File: src/inc/osc_monitor_defines.svh
`ifndef OSC_MONITOR_DEFINES_SVH
`define OSC_MONITOR_DEFINES_SVH

// reference edges without an oscillator edge before the oscillator counts as missing
`define OSC_MISS_LIMIT 8'h10
// width of the missing-edge counter
`define MISS_W 8
// width of the slow-down factor field, factor minus one
`define SDD_W 5
// number of peripheral modules under individual control
`define PERIPH_N 16
// peripherals switched off together by the group-control bit
`define PERIPH_GROUP_MASK 16'h0FF0
// width of the wakeup period counter
`define RTC_W 16
// divide-by-one and divide-by-two settings of a tick divider
`define DIV_BY_1_M1 5'h00
`define DIV_BY_2_M1 5'h01
// reset values
`define MISS_RST 8'h00
`define RTC_RST 16'h0000
`define PERIPH_EN_RST 16'h0000

`endif

File: src/inc/osc_monitor_pkg.sv
`include "osc_monitor_defines.svh"

package osc_monitor_pkg;

	// power state, one-hot
	typedef enum logic [3:0] {
		PS_RUN = 4'h1,
		PS_IDLE = 4'h2,
		PS_SLEEP = 4'h4,
		PS_PDOWN = 4'h8
	} power_state_e;

	// clock generation management fields
	typedef struct packed {
		logic sdd_enable;
		logic [`SDD_W-1:0] sdd_factor_m1;
		logic prescaler_mode;
		logic pll_off_req;
	} clock_mgmt_s;

	// peripheral management fields
	typedef struct packed {
		logic [`PERIPH_N-1:0] enable;
		logic group_disable;
	} peripheral_mgmt_s;

	// power saving commands, one-cycle pulses
	typedef struct packed {
		logic idle;
		logic sleep;
		logic pdown;
	} power_cmd_s;

endpackage : osc_monitor_pkg

File: src/rtl/oscillator_monitor_power_control.sv
// Behaviour
// - missing oscillator raises interrupt, selects PLL clock
// - supervision reference comes from PLL, not crystal
// - direct drive fallback uses PLL base undivided
// - prescaler mode fallback divides PLL base by two
// - fallback clock held until hardware reset
// - monitor disabled before any fallback: PLL idle, oscillator drives CPU
// - monitor disabled: no interrupt on missing oscillator
// - disable bit takes inverted read strobe at reset
// - idle halts CPU, peripherals keep running
// - sleep and power-down stop clocks, RTC optional
// - external interrupt ends sleep mode
// - slow-down divides oscillator by 1 to 32
// - PLL may be switched off during slow-down
// - each peripheral individually enabled or disabled
// - one group bit disables major peripheral part
// - RTC produces cyclic wakeups from sleep
`timescale 1ns/1ps
`include "osc_monitor_defines.svh"

module oscillator_monitor_power_control (
	// clock and reset
	input wire logic clk_sys,
	input wire logic reset,
	// clock pins from outside this domain
	input wire logic crystal_input,
	input wire logic pll_ref_clk,
	// strap and external interrupt pins
	input wire logic rd_strobe_n,
	input wire logic ext_irq,
	// system configuration control
	input wire logic monitor_disable_set,
	// clock management control
	input wire osc_monitor_pkg::clock_mgmt_s clock_mgmt_reg,
	// peripheral management control
	input wire osc_monitor_pkg::peripheral_mgmt_s peripheral_mgmt_reg,
	// power saving commands and pending interrupt
	input wire osc_monitor_pkg::power_cmd_s power_cmd,
	input wire logic irq_pending,
	// wakeup timer control
	input wire logic rtc_enable,
	input wire logic rtc_keep_run,
	input wire logic [`RTC_W-1:0] rtc_period,
	// clock ticks
	output logic cpu_clk_tick,
	output logic periph_clk_tick,
	output logic [`PERIPH_N-1:0] periph_clk_en,
	// monitor status
	output logic monitor_disable,
	output logic clock_fallback,
	output logic monitor_irq,
	output logic pll_enable,
	// power status
	output logic cpu_halted,
	output logic clocks_stopped,
	output logic rtc_running,
	output logic rtc_wake
);

	// three-stage synchronisers, bit 0 is the first stage
	logic [2:0] osc_sync;
	logic [2:0] pll_sync;
	logic [2:0] rd_sync;
	logic [2:0] xirq_sync;
	// filtered levels and their previous values
	logic osc_level;
	logic osc_prev;
	logic pll_level;
	logic pll_prev;
	logic rd_level;
	logic xirq_level;
	logic xirq_prev;
	// rising edges of the filtered levels
	logic osc_edge;
	logic pll_edge;
	logic xirq_edge;

	// monitor state
	logic [`MISS_W-1:0] miss_cnt; // reference edges since last oscillator edge
	logic [`MISS_W-1:0] next_miss_cnt;
	logic next_monitor_disable;
	logic next_clock_fallback;
	logic next_monitor_irq;
	logic mon_active; // supervision armed

	// power state machine
	osc_monitor_pkg::power_state_e state;
	osc_monitor_pkg::power_state_e next_state;

	// wakeup timer
	logic [`RTC_W-1:0] rtc_cnt;
	logic [`RTC_W-1:0] next_rtc_cnt;
	logic next_rtc_running;
	logic next_rtc_wake;

	// tick chain
	logic src_tick; // undivided selected source
	logic [`SDD_W-1:0] presc_m1;
	logic [`SDD_W-1:0] sdd_m1;
	logic presc_tick;
	logic sdd_tick;
	logic sdd_active;

	// output next values
	logic next_cpu_clk_tick;
	logic next_periph_clk_tick;
	logic [`PERIPH_N-1:0] next_periph_clk_en;
	logic next_pll_enable;
	logic next_cpu_halted;
	logic next_clocks_stopped;
	logic [`PERIPH_N-1:0] group_off; // bits cleared by the group control

	// synchronisers run free, also during reset, so the strap is settled
	always_ff @(posedge clk_sys) begin
		osc_sync <= {osc_sync[1:0], crystal_input};
		pll_sync <= {pll_sync[1:0], pll_ref_clk};
		rd_sync <= {rd_sync[1:0], rd_strobe_n};
		xirq_sync <= {xirq_sync[1:0], ext_irq};
		// a change counts once stages two and three agree
		if (osc_sync[1] == osc_sync[2]) begin
			osc_level <= osc_sync[2];
		end
		if (pll_sync[1] == pll_sync[2]) begin
			pll_level <= pll_sync[2];
		end
		if (rd_sync[1] == rd_sync[2]) begin
			rd_level <= rd_sync[2];
		end
		if (xirq_sync[1] == xirq_sync[2]) begin
			xirq_level <= xirq_sync[2];
		end
		osc_prev <= osc_level;
		pll_prev <= pll_level;
		xirq_prev <= xirq_level;
	end

	// edge detection on filtered levels
	always_comb begin
		osc_edge = osc_level & ~osc_prev;
		pll_edge = pll_level & ~pll_prev;
		xirq_edge = xirq_level & ~xirq_prev;
	end

	// oscillator supervision, next values
	always_comb begin
		next_miss_cnt = miss_cnt;
		next_clock_fallback = clock_fallback;
		next_monitor_irq = 1'b0;
		next_monitor_disable = monitor_disable | monitor_disable_set;
		// armed only with PLL running and monitor enabled
		mon_active = pll_enable & ~monitor_disable & ~monitor_disable_set & ~clock_fallback
			& ((state == osc_monitor_pkg::PS_RUN) | (state == osc_monitor_pkg::PS_IDLE));
		if (osc_edge) begin
			// oscillator alive, restart the count
			next_miss_cnt = `MISS_RST;
		end else if (pll_edge && mon_active) begin
			if (miss_cnt == `OSC_MISS_LIMIT - 8'h01) begin
				// oscillator declared missing
				next_miss_cnt = `MISS_RST;
				next_clock_fallback = 1'b1;
				next_monitor_irq = 1'b1;
			end else begin
				next_miss_cnt = miss_cnt + 8'h01;
			end
		end
	end

	// oscillator supervision registers
	always_ff @(posedge clk_sys) begin
		if (reset) begin
			miss_cnt <= `MISS_RST;
			clock_fallback <= 1'b0;
			monitor_irq <= 1'b0;
			// last value taken while reset is held is the strap
			monitor_disable <= ~rd_level;
		end else begin
			miss_cnt <= next_miss_cnt;
			clock_fallback <= next_clock_fallback;
			monitor_irq <= next_monitor_irq;
			monitor_disable <= next_monitor_disable;
		end
	end

	// power state transitions
	always_comb begin
		next_state = state;
		case (state)
			osc_monitor_pkg::PS_RUN: begin
				// power-down has priority over sleep over idle
				if (power_cmd.pdown) begin
					next_state = osc_monitor_pkg::PS_PDOWN;
				end else if (power_cmd.sleep) begin
					next_state = osc_monitor_pkg::PS_SLEEP;
				end else if (power_cmd.idle) begin
					next_state = osc_monitor_pkg::PS_IDLE;
				end
			end
			osc_monitor_pkg::PS_IDLE: begin
				// any interrupt resumes the CPU
				if (irq_pending || xirq_edge) begin
					next_state = osc_monitor_pkg::PS_RUN;
				end
			end
			osc_monitor_pkg::PS_SLEEP: begin
				// external interrupt or timer wakeup
				if (xirq_edge) begin
					next_state = osc_monitor_pkg::PS_RUN;
				end else if (rtc_wake) begin
					next_state = osc_monitor_pkg::PS_RUN;
				end
			end
			osc_monitor_pkg::PS_PDOWN: begin
				// left only through reset
				next_state = osc_monitor_pkg::PS_PDOWN;
			end
			default: begin
				next_state = osc_monitor_pkg::PS_RUN;
			end
		endcase
	end

	// power state register
	always_ff @(posedge clk_sys) begin
		if (reset) begin
			state <= osc_monitor_pkg::PS_RUN;
		end else begin
			state <= next_state;
		end
	end

	// wakeup timer, next values
	always_comb begin
		next_rtc_cnt = rtc_cnt;
		next_rtc_wake = 1'b0;
		// runs while awake, in low power only if asked to keep running
		next_rtc_running = rtc_enable & (((state != osc_monitor_pkg::PS_SLEEP)
			& (state != osc_monitor_pkg::PS_PDOWN)) | rtc_keep_run);
		if (!rtc_running) begin
			next_rtc_cnt = `RTC_RST;
		end else if (rtc_cnt >= rtc_period) begin
			// period reached, cyclic wakeup pulse
			next_rtc_cnt = `RTC_RST;
			next_rtc_wake = 1'b1;
		end else begin
			next_rtc_cnt = rtc_cnt + 16'h0001;
		end
	end

	// wakeup timer registers
	always_ff @(posedge clk_sys) begin
		if (reset) begin
			rtc_cnt <= `RTC_RST;
			rtc_running <= 1'b0;
			rtc_wake <= 1'b0;
		end else begin
			rtc_cnt <= next_rtc_cnt;
			rtc_running <= next_rtc_running;
			rtc_wake <= next_rtc_wake;
		end
	end

	// source select and divider settings
	always_comb begin
		// PLL base clock replaces oscillator after fallback
		src_tick = clock_fallback ? pll_edge : osc_edge;
		// prescaler halves any source, direct drive passes it
		presc_m1 = clock_mgmt_reg.prescaler_mode ? `DIV_BY_2_M1 : `DIV_BY_1_M1;
		// slow-down acts on the oscillator only
		sdd_active = clock_mgmt_reg.sdd_enable & ~clock_fallback;
		sdd_m1 = sdd_active ? clock_mgmt_reg.sdd_factor_m1 : `DIV_BY_1_M1;
	end

	// prescaler stage
	tick_divider u_prescaler (
		.clk_sys(clk_sys),
		.reset(reset),
		.tick_in(src_tick),
		.div_m1(presc_m1),
		.tick_out(presc_tick)
	);

	// slow-down stage
	tick_divider u_slow_down_divider (
		.clk_sys(clk_sys),
		.reset(reset),
		.tick_in(presc_tick),
		.div_m1(sdd_m1),
		.tick_out(sdd_tick)
	);

	// output next values
	always_comb begin
		// CPU clock only in run
		next_cpu_clk_tick = sdd_tick & (state == osc_monitor_pkg::PS_RUN);
		next_cpu_halted = (state != osc_monitor_pkg::PS_RUN);
		// peripherals clocked in run and idle
		next_periph_clk_tick = sdd_tick & ((state == osc_monitor_pkg::PS_RUN)
			| (state == osc_monitor_pkg::PS_IDLE));
		next_clocks_stopped = (state == osc_monitor_pkg::PS_SLEEP)
			| (state == osc_monitor_pkg::PS_PDOWN);
		// group bit clears a whole block of enables
		group_off = peripheral_mgmt_reg.group_disable ? `PERIPH_GROUP_MASK : `PERIPH_EN_RST;
		if (next_clocks_stopped) begin
			next_periph_clk_en = `PERIPH_EN_RST;
		end else begin
			next_periph_clk_en = peripheral_mgmt_reg.enable & ~group_off;
		end
		// PLL off in sleep and power-down, else on after fallback, else idle when monitor disabled or switched off in slow-down
		if (next_clocks_stopped) begin
			next_pll_enable = 1'b0;
		end else if (clock_fallback) begin
			next_pll_enable = 1'b1;
		end else begin
			next_pll_enable = ~next_monitor_disable
				& ~(sdd_active & clock_mgmt_reg.pll_off_req);
		end
	end

	// output registers
	always_ff @(posedge clk_sys) begin
		if (reset) begin
			cpu_clk_tick <= 1'b0;
			periph_clk_tick <= 1'b0;
			periph_clk_en <= `PERIPH_EN_RST;
			pll_enable <= 1'b0;
			cpu_halted <= 1'b0;
			clocks_stopped <= 1'b0;
		end else begin
			cpu_clk_tick <= next_cpu_clk_tick;
			periph_clk_tick <= next_periph_clk_tick;
			periph_clk_en <= next_periph_clk_en;
			pll_enable <= next_pll_enable;
			cpu_halted <= next_cpu_halted;
			clocks_stopped <= next_clocks_stopped;
		end
	end

endmodule : oscillator_monitor_power_control

File: src/rtl/tick_divider.sv
`timescale 1ns/1ps
`include "osc_monitor_defines.svh"

module tick_divider (
	// clock and reset
	input wire logic clk_sys,
	input wire logic reset,
	// incoming tick and division factor minus one
	input wire logic tick_in,
	input wire logic [`SDD_W-1:0] div_m1,
	// divided tick
	output logic tick_out
);

	logic [`SDD_W-1:0] count; // ticks seen in current period
	logic [`SDD_W-1:0] next_count;
	logic next_tick_out;

	// pass every (div_m1+1)-th input tick
	always_comb begin
		next_count = count;
		next_tick_out = 1'b0;
		if (tick_in) begin
			if (count >= div_m1) begin
				// period complete
				next_count = '0;
				next_tick_out = 1'b1;
			end else begin
				next_count = count + 5'h01;
			end
		end
	end

	// register state
	always_ff @(posedge clk_sys) begin
		if (reset) begin
			count <= '0;
			tick_out <= 1'b0;
		end else begin
			count <= next_count;
			tick_out <= next_tick_out;
		end
	end

endmodule : tick_divider
File: config.mk
export PLATFORM = sky130hd
export DESIGN_NAME = oscillator_monitor_power_control
export DESIGN_NICKNAME = d
export VERILOG_FILES = /design/src/inc/osc_monitor_pkg.sv /design/src/rtl/oscillator_monitor_power_control.sv /design/src/rtl/tick_divider.sv
export VERILOG_INCLUDE_DIRS = /design/src /design/src/inc
export SDC_FILE = /design/constraint.sdc
export NUM_CORES = 1
export LEC_CHECK = 0
export ABC_CLOCK_PERIOD_IN_PS = 2550
export BUFFER_PORTS_ARGS = -buffer_cell sky130_fd_sc_hd__clkbuf_2
export CAP_MARGIN = 20
export CORE_MARGIN = 10
export CORE_UTILIZATION = 53
export CTS_CLUSTER_DIAMETER = 60
export DETAILED_ROUTE_END_ITERATION = 7
export PLACE_DENSITY = 0.79
export SYNTH_ARGS = -nofsm -noshare
export SYNTH_HDL_FRONTEND = slang
export SYNTH_SLANG_ARGS = --single-unit
File: constraint.sdc
create_clock -name clk_sys -period 2.55 [get_ports clk_sys]
set_clock_uncertainty 0.2 [all_clocks]
set_input_delay 0.51 -clock clk_sys [delete_from_list [all_inputs] [get_ports clk_sys]]
set_output_delay 0.51 -clock clk_sys [all_outputs]
set_load 0.005 [all_outputs]
After elaboration in Yosys (flattened, before gate mapping)
Index checks and enable logic that the tools add are counted.
{ "classes": {"add_sub_neg": 4, "order_cmp": 3, "n_eq_ne": 15, "n_mux": 20, "n_bitwise": 34, "reduce_logical": 11} }
{ "ops": {"columns": ["operator", "n"], "rows": [
  ["two-way mux 4 bit", 6],
  ["adder 16 x 1 -> 16 bit (second input constant)", 1],
  ["AND 16 bit", 1],
  [">= comparator 16 bit", 1],
  ["NOT 12 -> 16 bit", 1],
  ["case mux 4 bit (4 select lines)", 1],
  ["two-way mux 5 bit", 3],
  ["AND 1 bit", 14],
  ["NOT 1 bit", 14],
  ["two-way mux 12 bit", 1],
  ["adder 5 x 1 -> 5 bit (second input constant)", 2],
  ["OR reduction 2 bit", 5],
  ["adder 8 x 1 -> 8 bit (second input constant)", 1],
  ["equality test 8 x 4 -> 1 bit (second input constant)", 1],
  ["two-way mux 1 bit", 8],
  ["two-way mux 8 bit", 1],
  ["!= test 4 bit (second input constant)", 2],
  ["AND reduction 3 bit", 2],
  ["OR reduction 3 bit", 2],
  [">= comparator 5 x 1 -> 1 bit", 1],
  [">= comparator 5 bit", 1],
  ["equality test 1 bit", 4],
  ["equality test 4 x 1 -> 1 bit (second input constant)", 1],
  ["equality test 4 x 2 -> 1 bit (second input constant)", 1],
  ["other kinds (9)", 12]
]} }
{ "word_totals": {"reg_bits": 85, "in_bits": 54, "output_inout_bits": 26, "elab_cells": 116} }

Depth between registers and ports, before layout
{ "logic_depth": {"ltp_word": 8, "depth_mapped": 8, "ltp_nobuf": 8} }

By module
Synthesis repeated with hierarchy kept, for this count alone.
{ "hier_totals": {"hier_cells": 409, "hier_area_um2": 3945.0} }
{ "modules_own_cells": {"columns": ["mod", "instances", "cells_per_inst", "area_per_inst_um2", "seq_area_each_um2"], "rows": [
  ["oscillator_monitor_power_control", 1, 317, 3099.2, 1501.4],
  ["tick_divider", 2, 46, 422.9, 120.1]
]} }

Least setup slack after synthesis
Ideal clock, no wire load.
{ "synth_timing": {"kind": "input -> register", "start": "in rtc_period[2]", "end": "reg rtc_cnt[10]", "setup_time_ps": 117, "t_arrival_ps": 2034, "required_ps": 2233, "path_slack_ps": 198, "stages": 8, "n_path_buf": 1, "path_cell_list": "inv_1 > ha_1 > a211o_1 > a31oi_1 > o41a_1 > o211ai_1 > buf_2 > nor2_1"} }
{ "synth_between": {"elab_chain_len": 2} }
{ "synth_lines": {"columns": ["item", "line_no", "text"], "rows": [
  ["start, declared", "oscillator_monitor_power_control.sv:43", "input wire logic [`RTC_W-1:0] rtc_period,"],
  [">= comparator 16 bit", "oscillator_monitor_power_control.sv:240", "end else if (rtc_cnt >= rtc_period) begin"],
  ["OR reduction 3 bit (no source line)", null, null],
  ["end signal, assigned", "oscillator_monitor_power_control.sv:252", "rtc_cnt <= `RTC_RST;"],
  ["end signal, assigned", "oscillator_monitor_power_control.sv:256", "rtc_cnt <= next_rtc_cnt;"],
  ["end, declared", "oscillator_monitor_power_control.sv:91", "logic [`RTC_W-1:0] rtc_cnt;"]
]} }
Every way passes these cells.
A chain may end at the register's enable or synchronous reset.

Worst setup path in the final report
{ "layout_timing": {"start": "reg clock_fallback", "end": "reg u_slow_down_divider.count[4]"} }
{ "layout_between": {"elab_chain_len": 5} }
{ "layout_lines": {"columns": ["item", "line_no", "text"], "rows": [
  ["start, declared", "oscillator_monitor_power_control.sv:50", "output logic clock_fallback,"],
  ["start signal, assigned", "oscillator_monitor_power_control.sv:178", "clock_fallback <= next_clock_fallback;"],
  ["NOT 1 bit", "oscillator_monitor_power_control.sv:269", "sdd_active = clock_mgmt_reg.sdd_enable & ~clock_fallback;"],
  ["AND 1 bit", "oscillator_monitor_power_control.sv:269", null],
  ["two-way mux 5 bit (no source line)", null, null],
  [">= comparator 5 bit", "tick_divider.sv:24", "if (count >= div_m1) begin"],
  ["two-way mux 5 bit", "tick_divider.sv:24", null],
  ["end signal, assigned", "tick_divider.sv:40", "count <= next_count;"],
  ["end, declared", "tick_divider.sv:15", "logic [`SDD_W-1:0] count;"]
]} }
Every way passes these cells.

==> summary.txt <==
Hold Path Origin: ext_irq
Reg2Reg Setup Slack: 0.35 ns
post-synthesis compound-gate area fraction: 8.53%
fill count: 539
Post-Synth Adder-Cell Area: 9.24%
Diodes inserted: 0
cells after synthesis: 360
multiplexer share of the synthesized area: 0.568%
Synth Warn #: 0
Async S/R FF share, synth: 0%
Layout area overhead: 19.6%
RSZ-0062 raised after global routing: false
worst min path class: in -> reg
Mapped Area: 0.00352 mm²
type of origin of the critical path: register
Max Freq: 455 MHz
area of the multi-input gates: 0.00166 mm²
chip width: 102 µm
setup violators final: 0
root buffer cell: clkbuf_8
initial DRC count: 66
chip height: 102 µm
GRT Overall Usage: 14.1%
max cap viols: 0
register area share after synthesis: 49.4%
CTS clk-pin slew, worst paths: 0.09 ns
Crit Path Category: reg -> reg
Sequential Area: 0.00174 mm²
post-DR wirelength/cell: 13.4 µm
clock buffer depth: 2
period utilisation layout: 86.2%
ys flop type: dfxtp_1
dpl cell area: 0.00404 mm²
VDD IR-drop max: 0.000363 V
power per cell area: 584 mW/mm²
post-synth cell types: 44
clk_lat worst skew: 0.35 ns
CORE AREA: 0.00639 mm²
Crit Path Max Fanout: 8
Slew Limit Fails: 0
# DRC: 0
DRT Wirelength: 7.15 mm
Power, Total: 2.46 mW
setup tns final: 0 ns
Post-synth EDFFs: 4
CTS tree: built
main combinational cell family by area after synthesis: simple AND/OR/NAND/NOR gates
# rows: 29
ANT nets after route: 0
largest cells by area after synthesis: dfxtp_1 (46%), ha_1 (9.2%), xnor2_1 (5.2%), nor2_1 (4.6%), edfxtp_1 (3.4%)
status: complete, no violations
Yosys top cell area share: 46.0%
gp weighted congestion: 0.862
headroom to the max-slew limit: 65.0%
worst r2r src: clock_fallback
H-tree depth: 3
overflow left after global routing: 0
vias after detailed routing: 2,754
Synth area leader: dfxtp_1
Worst Setup End Kind: register
first-pass GRT wire length: 12.1 mm
IO buf count: 79
worst endpoint data arrival time: 2.30 ns
slew of the pin with the lowest slew margin: 0.523 ns
Vias/cell: 5.17
Synth Area in XOR/XNOR: 7.46%
largest net degree at the start of global routing: 14
final core utilization: 65.9%
post-synthesis simple-gate area fraction: 21.4%
commonest non-fill, non-tap cell in the layout: dfxtp_1
Initial Utilization: 55.2%
Tmin final: 2.20 ns
most frequent cells in the layout: dfxtp_1 (81), clkbuf_2 (79), nor2_1 (43)
Critical Path RT: 2.65 ns
total CTS buffers: 9
post-detail-place hpwl: 5.64 mm
Post-Syn Nets: 440
CTS resizes: 0
IO Pins: 80
Avg Inst Size Synth: 9.78 µm²
initial antenna violation count: 0
number of global-route vias before repair: 2,673
DRT Pass-1 Iters: 5
CTS sink cnt: 85
final hold vios: 0
nets: 531
final instance area: 0.00421 mm²
Setup crit start: clock_fallback
layout cells sized above 1: 23.2%
Lkg Pwr: 1.91 nW
post-synthesis register bit count: 85
full die area: 0.0103 mm²
post-cts hold buffer count: 0
Setup Fix Bufs, Post-CTS: 0
stage by stage:
step	worst slack, ns	hold slack (ns)	std cells
floorplan	0.198	0.110	360
global placement	0.261	0.112	517
detailed placement	0.204	0.112	517
CTS	0.328	0.0504	533
global route	0.144	0.0504	533
finish	0.351	0.0643	533
power breakdown:
part           leakage (nW)  total (mW)  switching, mW  internal [mW]
clock network        0.0836       0.825          0.443          0.382
logic                  1.12       0.216          0.104          0.112
registers             0.703        1.42         0.0325           1.39
path summary, 6_finish.rpt:
path                                        to  cells after the start
setup / recovery  u_slow_down_divider.count[4]                      8
hold / removal                    xirq_sync[0]                      1
setup reg to reg  u_slow_down_divider.count[4]                      8
hold reg to reg                    osc_sync[1]                      0
worst max-delay path, stage by stage (launching register included):
cell	delay, ns
dfxtp_1	0.50
nor2b_1	0.12
and2_1	0.18
ha_1	0.25
nand2b_1	0.14
a21oi_1	0.13
o21ai_0	0.11
a31oi_1	0.34
and2_1	0.18
final cells by class:
| class | instances | area share (%) |
|---|---|---|
| sequential | 85 | 41.4 |
| timing repair buffer | 86 | 10.6 |
| inverter | 25 | 2.23 |
| clock buffer | 13 | 3.54 |
| tap | 77 | 2.29 |
| clock inverter | 3 | 0.505 |
| multi-input combinational | 244 | 39.5 |
cell families after synthesis:
kind of cell / after synthesis
flops: 85
buf+inv: 31
xor+xnor: 30
compound gates: 43
fa+ha+maj: 26
simple gates: 143
mux: 2
per-layer routing:
metal | routed length [µm] | track usage [%] | share of wire, % | up-vias
li1 | - | - | - | 1407
met1 | 3120 | 16.8 | 44 | 1279
met2 | 3480 | 23.2 | 49 | 58
met3 | 454 | 3.95 | 6.3 | 10
met4 | 102 | 6.22 | 1.4 | 0
met5 | 0 | 0 | 0 | -
registers in the layout, summed over array words and instances, names as in the netlist, 3 cells and up:
signal                     flops
periph_clk_en                 16
rtc_cnt                       16
miss_cnt                       8
u_prescaler.count              5
u_slow_down_divider.count      5
state                          4
osc_sync                       3
pll_sync                       3
rd_sync                        3
xirq_sync                      3
synthesized netlist by cell type (all sizes together), types with 3 or more instances:
master,instances
nor4,5
ha,26
clkbuf,4
a31oi,3
nor3b,3
nand2,26
inv,25
and2,14
nand4,6
nor3,7
nor2,43
and3,10
nand2b,3
nor2b,9
a21oi,18
xnor2,21
edfxtp,4
xor2,9
dfxtp,81
nand3,9
Note: power is estimated with default switching activity, not from simulation.
